### src/core/cstu_pkg.sv
// constants for the clock source and timewheel unit
package cstu_pkg;
   localparam int CSTU_CLK_MHZ = 100;
   localparam int CSTU_PLL_LOCK_US = 250;
   localparam int CSTU_PLL_LOCK_CYC = CSTU_PLL_LOCK_US * CSTU_CLK_MHZ;
   localparam int CSTU_CTW_W = 13;
   localparam int CSTU_FTW_W = 5;
   localparam int CSTU_DIV_W = 16;
   localparam int CSTU_CPU_DIV_W = 4;
   localparam int CSTU_NDIG = 8;
   localparam int CSTU_NANA = 4;
   localparam int CSTU_NDIV = 12;
   localparam int CSTU_SEC_W = 15;
   localparam logic [14:0] CSTU_SEC_LAST = 15'h7FFF;
   localparam logic [1:0] CSTU_THIRD_LAST = 2'h2;
   localparam logic [2:0] CSTU_IMO_3 = 3'h0;
   localparam logic [2:0] CSTU_IMO_62 = 3'h5;
   localparam logic [1:0] CSTU_PLL_SRC_IMO = 2'h0;
   localparam logic [1:0] CSTU_PLL_SRC_XTAL = 2'h1;
   localparam logic [1:0] CSTU_PLL_SRC_ULB = 2'h2;
   localparam logic [15:0] CSTU_DIV_MIN = 16'h0002;
   typedef enum logic [2:0] {
      CSTU_PLL_OFF = 3'b001,
      CSTU_PLL_WAIT = 3'b010,
      CSTU_PLL_LOCKED = 3'b100
   } cstu_pll_t;
endpackage

### src/core/cstu_top.sv
// clock source selection, dividers and tick counters
`timescale 1ns/10ps
// Contract
// - 13-bit central counter advances on each 1 kHz tick.
// - central counter runs except in hibernate or debug halt.
// - central counter gives periodic interrupt and low-power wake.
// - firmware reset clears central counter, counting then resumes.
// - 5-bit fast counter at 100 kHz wraps at programmable terminal count.
// - fast counter interrupts at terminal count when enabled.
// - low-speed oscillator supplies 1, 33 and 100 kHz clocks.
// - 33 kHz clock is 100 kHz divided by three.
// - main oscillator selects 3, 6, 12, 24, 48 or 62 MHz.
// - doubler gives twice its input frequency.
// - PLL input from main osc, fast crystal or logic block.
// - PLL 24 to 67 MHz, input and feedback dividers give ratios.
// - PLL locks within 250 us, sets lock bit; source usable meanwhile.
// - lock indication routable to interconnect for an interrupt.
// - divided outputs have 50% duty; direct routes need not. The digital and analog dividers give 50% for even divide values only.
// - eight digital and four analog 16-bit dividers, own source each.
// - 16-bit bus clock divider followed by 4-bit CPU divider.
// - eight extra interconnect clocks route into digital dividers.
// - main oscillator USB mode locks to bus timing.
// - watch crystal feeds sleep timer, gives one-second interrupt.
// - dividers pick one of eight inputs, divide by two or more.
module cstu_top import cstu_pkg::*; (
   input wire logic core_clk, // master clock, 100 MHz
   input wire logic reset, // synchronous, active high
   input wire logic main_internal_osc, // main oscillator clock pin
   input wire logic fast_crystal_osc, // fast crystal clock pin
   input wire logic watch_crystal_osc_32k, // watch crystal clock pin
   input wire logic fast_low_power_clock, // 100 kHz low-speed clock pin
   input wire logic slow_tick_clock, // 1 kHz low-speed clock pin
   input wire logic universal_logic_block, // primary interconnect clock
   input wire logic [7:0] ulb_div_clk, // extra interconnect clocks
   input wire logic hibernate, // device in hibernate
   input wire logic debug_halt, // cpu halted by debugger
   input wire logic ctw_clear, // firmware counter reset
   input wire logic [12:0] ctw_period_mask, // periodic interrupt mask
   input wire logic [4:0] ftw_terminal, // fast counter terminal count
   input wire logic ftw_int_en, // fast counter interrupt enable
   input wire logic [2:0] imo_freq_sel, // main osc frequency select
   input wire logic imo_usb_mode, // main osc usb lock mode
   input wire logic usb_sof, // usb frame timing pulse
   input wire logic pll_enable, // pll enable
   input wire logic [1:0] pll_src_sel, // pll input select
   input wire logic [5:0] pll_p_div, // pll feedback divider
   input wire logic [5:0] pll_q_div, // pll input divider
   input wire logic dbl_enable, // doubler enable
   input wire logic [2:0] div_src [CSTU_NDIV], // per-divider source
   input wire logic [15:0] div_val [CSTU_NDIV], // per-divider divide value
   input wire logic [2:0] bus_src, // bus divider source
   input wire logic [15:0] bus_div_val, // bus divide value
   input wire logic [3:0] cpu_div_val, // cpu divide value
   output logic [12:0] ctw_count, // central tick count
   output logic ctw_irq, // central periodic interrupt pulse
   output logic ctw_wake, // central wake pulse
   output logic [4:0] ftw_count, // fast tick count
   output logic ftw_irq, // fast terminal count pulse
   output logic third_rate_low_clock, // 33 kHz clock
   output logic slow_tick_out, // 1 kHz clock, direct route
   output logic fast_low_out, // 100 kHz clock, direct route
   output logic [2:0] imo_freq, // selected main osc setting
   output logic imo_usb_locked, // main osc locked to usb timing
   output logic dbl_active, // doubler running
   output logic pll_locked, // pll lock status bit
   output logic pll_lock_ulb, // lock routed to interconnect
   output logic pll_src_clk, // pll reference, usable before lock
   output logic [11:0] pll_ratio, // pll divider pair
   output logic rtc_sec_irq, // one-second pulse
   output logic sleep_tick, // watch crystal tick to sleep timer
   output logic [CSTU_NDIV-1:0] div_clk, // divided clocks
   output logic bus_clk, // bus clock
   output logic cpu_clk // cpu clock
);
   // two-flop synchronisers for all pin clocks
   localparam int NSYNC = 15;
   logic [NSYNC-1:0] pin_raw, s1_q, s2_q, s3_q;
   assign pin_raw = {ulb_div_clk, usb_sof, universal_logic_block, watch_crystal_osc_32k,
                     fast_low_power_clock, slow_tick_clock, fast_crystal_osc,
                     main_internal_osc};
   always_ff @(posedge core_clk) begin
      s1_q <= pin_raw;
      s2_q <= s1_q;
      s3_q <= s2_q;
   end
   // rising edges seen in the first cycle the second flop is high
   logic [NSYNC-1:0] rise;
   assign rise = s2_q & ~s3_q;
   // synchronised levels and edges by source
   wire imo_s = s2_q[0];
   wire xtal_s = s2_q[1];
   wire tick1k = rise[2];
   wire tick100k = rise[3];
   wire tick32k = rise[4];
   wire ulb_s = s2_q[5];
   wire sof = rise[6];
   wire [7:0] ulb_x = s2_q[14:7];

   // central tick counter
   logic [12:0] ctw_q, ctw_d;
   logic ctw_irq_q, ctw_wake_q;
   wire ctw_run = ~hibernate & ~debug_halt;
   assign ctw_d = ctw_clear ? 13'h0000 : (ctw_run & tick1k) ? ctw_q + 13'h0001 : ctw_q;
   wire [12:0] ctw_next = ctw_q + 13'h0001;
   wire ctw_step = ctw_run & tick1k & ~ctw_clear;
   // periodic pulse when the new count has every masked bit clear
   wire ctw_hit = ctw_step & ((ctw_next & ctw_period_mask) == 13'h0000);
   always_ff @(posedge core_clk) begin
      if (reset) begin
         ctw_q <= 13'h0000;
         ctw_irq_q <= 1'b0;
         ctw_wake_q <= 1'b0;
      end else begin
         ctw_q <= ctw_d;
         ctw_irq_q <= ctw_hit;
         ctw_wake_q <= ctw_hit;
      end
   end

   // fast tick counter
   logic [4:0] ftw_q;
   logic ftw_irq_q;
   wire ftw_tc = tick100k & (ftw_q == ftw_terminal);
   // next count and interrupt pulse
   wire [4:0] ftw_d = ftw_tc ? 5'h00 : tick100k ? ftw_q + 5'h01 : ftw_q;
   wire ftw_pulse = ftw_tc & ftw_int_en;
   always_ff @(posedge core_clk) begin
      if (reset) begin
         ftw_q <= 5'h00;
         ftw_irq_q <= 1'b0;
      end else begin
         ftw_q <= ftw_d;
         ftw_irq_q <= ftw_pulse;
      end
   end

   // 33 kHz from 100 kHz by three, low-speed direct routes
   // toggling on every third edge of either polarity keeps the duty at 50%
   logic [1:0] third_q;
   logic third_clk_q, slow_q, fast_q;
   wire fall100k = ~s2_q[3] & s3_q[3];
   wire edge100k = tick100k | fall100k;
   wire third_turn = third_q == CSTU_THIRD_LAST;
   always_ff @(posedge core_clk) begin
      if (reset) begin
         third_q <= 2'h0;
         third_clk_q <= 1'b0;
         slow_q <= 1'b0;
         fast_q <= 1'b0;
      end else begin
         if (edge100k) begin
            third_q <= third_turn ? 2'h0 : third_q + 2'h1;
            if (third_turn) third_clk_q <= ~third_clk_q;
         end
         slow_q <= s2_q[2];
         fast_q <= s2_q[3];
      end
   end

   // main oscillator setting, usb lock, doubler
   logic [2:0] imo_q;
   logic usb_lock_q, dbl_q;
   wire imo_ok = imo_freq_sel <= CSTU_IMO_62;
   // usb lock holds while the mode stays on
   wire usb_lock_d = imo_usb_mode & (usb_lock_q | sof);
   always_ff @(posedge core_clk) begin
      if (reset) begin
         imo_q <= CSTU_IMO_3;
         usb_lock_q <= 1'b0;
         dbl_q <= 1'b0;
      end else begin
         if (imo_ok) imo_q <= imo_freq_sel;
         usb_lock_q <= usb_lock_d;
         dbl_q <= dbl_enable;
      end
   end

   // pll reference select and lock timer
   cstu_pll_t pll_q, pll_d;
   logic [14:0] lock_cnt_q;
   logic lock_q, ref_q;
   logic [11:0] ratio_q;
   wire lock_done = lock_cnt_q == 15'(CSTU_PLL_LOCK_CYC - 1);
   wire pll_wait = pll_q == CSTU_PLL_WAIT;
   // lock timer runs only while waiting, status follows the next state
   wire [14:0] lock_cnt_d = pll_wait ? lock_cnt_q + 15'h0001 : 15'h0000;
   wire lock_d = pll_d == CSTU_PLL_LOCKED;
   wire pll_ref = (pll_src_sel == CSTU_PLL_SRC_XTAL) ? xtal_s :
                  (pll_src_sel == CSTU_PLL_SRC_ULB) ? ulb_s : imo_s;
   always_comb begin
      pll_d = pll_q;
      case (pll_q)
         CSTU_PLL_OFF: if (pll_enable) pll_d = CSTU_PLL_WAIT;
         CSTU_PLL_WAIT: if (!pll_enable) pll_d = CSTU_PLL_OFF;
                        else if (lock_done) pll_d = CSTU_PLL_LOCKED;
         CSTU_PLL_LOCKED: if (!pll_enable) pll_d = CSTU_PLL_OFF;
         default: pll_d = CSTU_PLL_OFF;
      endcase
   end
   always_ff @(posedge core_clk) begin
      if (reset) begin
         pll_q <= CSTU_PLL_OFF;
         lock_cnt_q <= 15'h0000;
         lock_q <= 1'b0;
         ref_q <= 1'b0;
         ratio_q <= 12'h000;
      end else begin
         pll_q <= pll_d;
         lock_cnt_q <= lock_cnt_d;
         lock_q <= lock_d;
         ref_q <= pll_ref;
         ratio_q <= {pll_p_div, pll_q_div};
      end
   end

   // watch crystal second tick
   logic [14:0] sec_q;
   logic sec_irq_q, sleep_q;
   // pulse on the last watch tick of each second
   wire sec_last = tick32k & (sec_q == CSTU_SEC_LAST);
   always_ff @(posedge core_clk) begin
      if (reset) begin
         sec_q <= 15'h0000;
         sec_irq_q <= 1'b0;
         sleep_q <= 1'b0;
      end else begin
         if (tick32k) sec_q <= sec_q + 15'h0001;
         sec_irq_q <= sec_last;
         sleep_q <= tick32k;
      end
   end

   // shared source set for the dividers
   logic [7:0] src_bus;
   assign src_bus = {third_clk_q, s2_q[3], s2_q[2], s2_q[4], pll_ref, ulb_s, xtal_s, imo_s};

   // digital and analog dividers
   logic [CSTU_NDIV-1:0] div_clk_q;
   genvar g;
   generate
      for (g = 0; g < CSTU_NDIV; g++) begin : g_div
         logic [7:0] srcs;
         logic src_q;
         logic [15:0] cnt_q;
         // a divide value under two is raised to two
         wire [15:0] lim = (div_val[g] < CSTU_DIV_MIN) ? CSTU_DIV_MIN : div_val[g];
         // digital dividers may take a dedicated interconnect clock on input 2
         if (g < CSTU_NDIG) begin : g_dig
            assign srcs = {src_bus[7:3], ulb_x[g], src_bus[1:0]};
         end else begin : g_ana
            assign srcs = src_bus;
         end
         // named terms keep the divider process short
         logic sel_in, div_wrap, div_hi;
         logic [15:0] lim_m1, cnt_p1;
         assign sel_in = srcs[div_src[g]];
         assign lim_m1 = lim - 16'h0001;
         assign cnt_p1 = cnt_q + 16'h0001;
         assign div_wrap = cnt_q >= lim_m1;
         assign div_hi = ~div_wrap & (cnt_p1 >= (lim >> 1));
         wire edge_in = sel_in & ~src_q;
         always_ff @(posedge core_clk) begin
            if (reset) begin
               src_q <= 1'b0;
               cnt_q <= 16'h0000;
               div_clk_q[g] <= 1'b0;
            end else begin
               src_q <= sel_in;
               if (edge_in) begin
                  cnt_q <= div_wrap ? 16'h0000 : cnt_p1;
                  div_clk_q[g] <= div_hi;
               end
            end
         end
      end
   endgenerate

   // bus divider on master clock path, cpu divider after it
   logic [15:0] bus_cnt_q;
   logic bus_q, bus_src_q, cpu_q;
   logic [3:0] cpu_cnt_q;
   wire bus_in = src_bus[bus_src];
   wire bus_edge = bus_in & ~bus_src_q;
   wire bus_wrap = bus_cnt_q >= bus_div_val;
   // cpu divider counts bus clock rising edges
   wire bus_rise = bus_edge & bus_wrap & ~bus_q;
   wire cpu_wrap = cpu_cnt_q >= cpu_div_val;
   // next counts for the two chained dividers
   wire [15:0] bus_cnt_d = bus_wrap ? 16'h0000 : bus_cnt_q + 16'h0001;
   wire [3:0] cpu_cnt_d = cpu_wrap ? 4'h0 : cpu_cnt_q + 4'h1;
   always_ff @(posedge core_clk) begin
      if (reset) begin
         bus_cnt_q <= 16'h0000;
         bus_q <= 1'b0;
         bus_src_q <= 1'b0;
         cpu_cnt_q <= 4'h0;
         cpu_q <= 1'b0;
      end else begin
         bus_src_q <= bus_in;
         if (bus_edge) begin
            bus_cnt_q <= bus_cnt_d;
            if (bus_wrap) bus_q <= ~bus_q;
         end
         if (bus_rise) begin
            cpu_cnt_q <= cpu_cnt_d;
            if (cpu_wrap) cpu_q <= ~cpu_q;
         end
      end
   end

   // tick counter outputs
   assign ctw_count = ctw_q;
   assign ctw_irq = ctw_irq_q;
   assign ctw_wake = ctw_wake_q;
   assign ftw_count = ftw_q;
   assign ftw_irq = ftw_irq_q;

   // low-speed clocks
   assign third_rate_low_clock = third_clk_q;
   assign slow_tick_out = slow_q;
   assign fast_low_out = fast_q;

   // main oscillator and doubler status
   assign imo_freq = imo_q;
   assign imo_usb_locked = usb_lock_q;
   assign dbl_active = dbl_q;

   // pll status and reference
   assign pll_locked = lock_q;
   assign pll_lock_ulb = lock_q;
   assign pll_src_clk = ref_q;
   assign pll_ratio = ratio_q;

   // watch crystal pulses
   assign rtc_sec_irq = sec_irq_q;
   assign sleep_tick = sleep_q;

   // divided clocks
   assign div_clk = div_clk_q;
   assign bus_clk = bus_q;
   assign cpu_clk = cpu_q;
endmodule // cstu_top

### config.mk
export PLATFORM = sky130hd
export DESIGN_NAME = cstu_top
export DESIGN_NICKNAME = d
export VERILOG_FILES = /design/src/core/cstu_pkg.sv /design/src/core/cstu_top.sv
export SDC_FILE = /design/constraint.sdc
export NUM_CORES = 1
export LEC_CHECK = 0
export ABC_AREA = 1
export BUFFER_PORTS_ARGS = -buffer_cell sky130_fd_sc_hd__buf_2
export CAP_MARGIN = 10
export CORE_MARGIN = 3
export CORE_UTILIZATION = 31
export DETAILED_ROUTE_END_ITERATION = 16
export GPL_TIMING_DRIVEN = 0
export SLEW_MARGIN = 10
export SYNTH_ARGS = -nofsm -noshare
export SYNTH_HDL_FRONTEND = slang
export SYNTH_SLANG_ARGS = --single-unit
### constraint.sdc
create_clock -name core_clk -period 4.1 [get_ports core_clk]
set_input_delay 0.82 -clock core_clk [delete_from_list [all_inputs] [get_ports core_clk]]
set_output_delay 0.82 -clock core_clk [all_outputs]
set_load 0.01 [all_outputs]
### After elaboration in Yosys (flattened, before gate mapping)

Cells that the tools add are included.

* register bits: 355
* input bits: 310
* output and inout port bits: 60

* bitwise logic cells: 74
* equal/unequal tests: 10
* add/subtract/negate cells: 31
* order comparisons: 52
* muxes and demuxes: 60
* reduce and logical (&&, ||, !) cells: 7

Operators with widths (count)
* $mux W16: 25
* $add A16 B1 Y16 const B: 13
* $ge A16 B16 Y1: 13
* $ge A16 B15 Y1: 12
* $lt A16 B2 Y1 const B: 12
* $sub A16 B1 Y16 const B: 12
* $lt A3 B4 Y1 const B: 13
* $bmux W1 S3: 13
* $and A1 B1 Y1: 36
* $not A1 Y1: 33
* $add A15 B1 Y15 const B: 2
* $eq A15 B15 Y1 const B: 2
* $mux W1: 15
* $add A13 B1 Y13 const B: 1
* $and A13 B13 Y13: 1
* $logic_not A13 Y1: 1
* $mux W3: 4
* $pmux W3 S3: 1
* $and A7 B7 Y7: 1
* $not A7 Y7: 1
* $eq A3 B3 Y1 const B: 2
* $reduce_and A2 Y1: 3
* $reduce_or A2 Y1: 3
* $add A5 B1 Y5 const B: 1
* other kinds (12): 14

### Depth between registers and ports, before layout

* depth in word-level cells: 9
* mapped depth: 26
* depth with buffers taken out: 25

### Worst setup path before layout

OpenSTA, ideal clock, no wires.

* kind: in2reg
* start point: in div_val[148] (netlist name)
* end point: reg g_div[2].cnt_q[6]
* data arrival time: 3.756 ns
* stages on the path: 24
* required time: 4.030 ns
* buffers on the path: 1
* path slack: 0.273 ns
* path through: inv_1 > nand4_1 > nor3_1 > nand2_1 > nand2_1 > ha_1 > inv_1 > nor3_1 > nand3_1 > nor3_1 > nand2_1 > o21ai_0 > inv_1 > ha_1 > nand2_1 > inv_1 > nand3_1 > inv_1 > a21oi_1 > nand3_1 > nor2_4 > buf_4 > nand2_1 > a21oi_1

* cells in the longest elaborated chain, start to end: 5

RTL lines
* start, declared: RTL line cstu_top.sv:50 `input wire logic [15:0] div_val [CSTU_NDIV],`
* $lt A16 B2 Y1: RTL line cstu_top.sv:246 `wire [15:0] lim = (div_val[g] < CSTU_DIV_MIN) ? CSTU_DIV_MIN : div_val[g];`
* $mux W16 (*): RTL line cstu_top.sv:246
* $sub A16 B1 Y16 (*): RTL line cstu_top.sv:257 `assign lim_m1 = lim - 16'h0001;`
* $ge A16 B16 Y1 (*): RTL line cstu_top.sv:259 `assign div_wrap = cnt_q >= lim_m1;`
* $mux W16 (*): RTL line cstu_top.sv:270 `cnt_q <= div_wrap ? 16'h0000 : cnt_p1;`
* end signal, assigned: RTL line cstu_top.sv:270
* end, declared: RTL line cstu_top.sv:244 `logic [15:0] cnt_q;`

Every way passes the cells marked *; elsewhere a longest branch is shown, timed or not.
A chain may end at the register's enable or synchronous reset.

### Worst setup path in the final report

* start point: in div_val[110] (netlist name)
* end point: reg div_clk_q[5] (netlist: div_clk[5])

* cells in the longest elaborated chain, start to end: 6

RTL lines
* $lt A16 B2 Y1: RTL line cstu_top.sv:246
* $mux W16 (*): RTL line cstu_top.sv:246
* $sub A16 B1 Y16: RTL line cstu_top.sv:257
* $ge A16 B16 Y1: RTL line cstu_top.sv:259
* $not A1 Y1: RTL line cstu_top.sv:260 `assign div_hi = ~div_wrap & (cnt_p1 >= (lim >> 1));`
* $and A1 B1 Y1 (*): RTL line cstu_top.sv:260
* end signal, assigned by index: RTL line cstu_top.sv:271 `div_clk_q[g] <= div_hi;`
* end, declared: RTL line cstu_top.sv:238 `logic [CSTU_NDIV-1:0] div_clk_q;`

Marks and branches as above.

==> results.md <==
* Yosys reg bits at 352
* Skew final at about 0.025 ns
* Nets at between 5000 and 6000
* EDFF count, synth at 0
* Placer Congestion at 0.867
* Final core occ at 0.368
* Worst Path Max Fanout at 7
* Startpoint Class: primary input
* Die Width at approximately 320 um
* Fraction of layout cells with a size suffix above 1 at 0.112
* Max-cap violations at 0
* GR Util All Layers at 0.171
* Pleak at 17.9 nW
* Avg WL per Cell at ~14 um
* Ports at between 300 and 400
* Largest net degree at the start of global routing at 13
* CTS Root Cell: clkbuf_16
* Max Slew Vio Count at 0
* Worst EP required at between 4 and 5 ns
* Final Total Pwr at 9.41 mW
* Syn Std Cell Area at approximately 30000 um^2
* DRC at 0
* Clock insertion delay at the later pin of the skew report at ~0.59 ns
* Netlist cell types at 49
* First-pass GRT wire length at approximately 140000 um
* 1st-iter DRT viols at ~1500
* Fmax at about 0.26 GHz
* Setup Slack @ Placement at -0.580 ns
* Setup crit end: div_clk[5]
* Synthesis-to-finish area growth at 16.8%
* Area of the core at about 98000 um^2
* Max clock buf depth at 3
* Die area at between 100000 and 150000 um^2
* Crit path DAT at ~4.3 ns
* Most common cell after layout, fill and taps aside: nand2_1
* Dpl hpwl at 73900 um
* Crit. Startpoint: div_val[110]
* DIE HEIGHT at between 300 and 400 um
* Post-Route WL at ~90000 um
* Unrepaired setup endpoints after global routing: false
* Syn_area_per_cell at about 6.6 um^2
* VDD IR max at 0.300 mV
* R2r worst-path depth at 25
* Async set-reset flop share out of synthesis at 0
* Crit Reg-Reg Startpoint: g_div[5].cnt_q[0]
* R2r setup slk at roughly 1.1 ns
* Setup TNS at 0 ns
* DR vias/cell at around 4.7
* CTS tree: done
* Final setup violation count at 0
* H-Tree Level Count at 2
* Most frequent cells in the layout: nand2_1 (1113), inv_1 (714), nor2_1 (455)
* Worst setup EP type: flop
* Final hold vios at 0
* Setup ws final at ~0.29 ns
* Cts hold-fix bufs at 0
* Antenna violations before repair at 13
* Final min period at around 3.8 ns
* DR vias at 29700
* Worst min-delay path category: flop to flop
* Grt total ovfl at 0
* Synth Instances at approximately 4600
* # fillers at 10600
* Synth Flop Type: dfxtp_1
* Slew @ Worst Pin at about 1.1 ns
* Relative slew slack at 0.271
* Post-Syn Nets at 5368
* Clock slew at reported path FFs at 0.06 ns
* Num CTS Buffers at 45
* 1st-pass router iterations at 5
* Number of global-route vias before repair at ~28000
* Tcrit/Tclk final at 0.928
* Critical setup path kind: primary input to flop
* Starting density of the core at 0.315
* Final ANT Viol Nets at 0
* Port-buffer cells at 356
* Sinks on Clock Net at around 350
* # rows at ~110
* Outcome: finished, final reports clean
* Pwr dens at 262 nW/um^2
* Yosys Warn Count at 0
* Crit Reg-Reg Endpoint: div_clk[5]
* Sequential fraction of the synthesis area at 0.229
## per-stage QoR
stage          hold WS, ns  std cells  cell area [um^2]
6_report             0.308       6370             35900
5_1_grt              0.284       6360             35900
4_1_cts              0.269       6349             35700
3_5_place_dp         0.312       6267             34100
3_3_place_gp         0.310       6267             34100
2_1_floorplan        0.310       4635             30800
## registers in the layout, indices dropped and copies added, names as in the netlist, 2 cells and up
register,count
g_div.cnt_q,192
bus_cnt_q,16
lock_cnt_q,15
s1_q,15
s2_q,15
sec_q,15
ctw_count,13
div_clk,12
g_div.src_q,12
pll_ratio,12
ftw_count,5
cpu_cnt_q,4
s3_q,4
imo_freq,3
pll_q,3
third_q,2
## critical path: stages
cell and delay, ns:
buf_2 0.12, nor2_1 0.16, nand3_1 0.11, nor2_2 0.19, nand2_1 0.14, nand2_1 0.11
ha_1 0.21, nand3_2 0.16, nor2_2 0.16, nand2_1 0.06, inv_1 0.10, nand2_1 0.10
nor3_1 0.18, xor2_1 0.17, inv_1 0.06, ha_1 0.26, nand2_1 0.06, inv_1 0.05
nand3_1 0.12, nor3_1 0.28, nand3_1 0.14, nand3_2 0.15, nor2_8 0.06, buf_4 0.14
nand2_1 0.08, a21oi_1 0.06
## layer usage
metal / global-route usage / vias to the layer above / wire [um]
met1: 0.223 / 13200 / 41700
met3: 0.0312 / 107 / 5510
met2: 0.289 / 514 / 40900
met4: 0.0444 / 4 / 2080
met5: 0 / - / 37
li1: - / 15800 / -
## synth_stat cells (all sizes together) (2+ instances only)
library cell  number  area share
nand4             65       0.013
o211ai            29      0.0081
clkbuf            43      0.0052
a31oi              3     0.00061
a31o               2     0.00057
a211oi            16      0.0039
clkinv             2     0.00024
o31ai              2     0.00049
nand3            240       0.039
xnor2             62       0.018
o21ai            151       0.025
a21o              13      0.0032
ha               423        0.17
nand2           1131        0.14
nand3b            15      0.0080
or2                4     0.00081
nor4              12      0.0029
nor3             106       0.018
buf               35      0.0087
dfxtp            352        0.23
a21oi            452       0.074
and2               9      0.0018
o22ai              2     0.00041
nor3b              6      0.0015
o21bai            12      0.0029
xor2             238       0.068
nor2             474       0.064
o21a              14      0.0034
inv              716       0.087
## final cells by class
class                      instances  area (um^2)  area share
clock buffer                      63         1330      0.0371
sequential                       352         7050       0.196
tap                             1276         1600      0.0444
clock inverter                    19          240     0.00669
buffer                            78          434      0.0121
antenna                           13         32.5    0.000906
timing repair buffer             364         1840      0.0513
multi-input combinational       3487        20700       0.576
inverter                         718         2700      0.0750
## worst min-delay path by stage
stage | startpoint | end | cells after the start
floorplan | s1_q[0] | s2_q[0] | 0
global placement | s1_q[12] | s2_q[12] | 0
detailed placement | s1_q[13] | s2_q[13] | 0
CTS | ulb_div_clk[1] | s1_q[8] | 1
global route | ulb_div_clk[6] | s1_q[13] | 1
finish | s1_q[3] | s2_q[3] | 0
## power by group
group | internal [mW] | leakage, nW | switching, mW
logic | 0.599 | 14.3 | 1.04
registers | 3.50 | 2.86 | 0.0716
clock network | 2.53 | 0.759 | 1.67
## cell families (layout without fill, tap and decap cells)
group | Yosys count | in the layout | share of synthesized area
simple gates | 2065 | 2065 | 0.289
mux | 1 | 1 | 0.000325
fa+ha+maj | 423 | 423 | 0.172
xor+xnor | 300 | 300 | 0.0854
buf+inv | 796 | 1242 | 0.102
compound gates | 698 | 698 | 0.122
flops | 352 | 352 | 0.229
other cells | 0 | 13 | 0
## what timing repair did
action | CTS | global route
gates resized for setup | 0 | 25
buffers inserted | 0 | 8
endpoints found under the setup margin | 0 | 97
hold endpoints to repair | 0 | 0
Note: power is estimated with default switching activity, not from simulation.
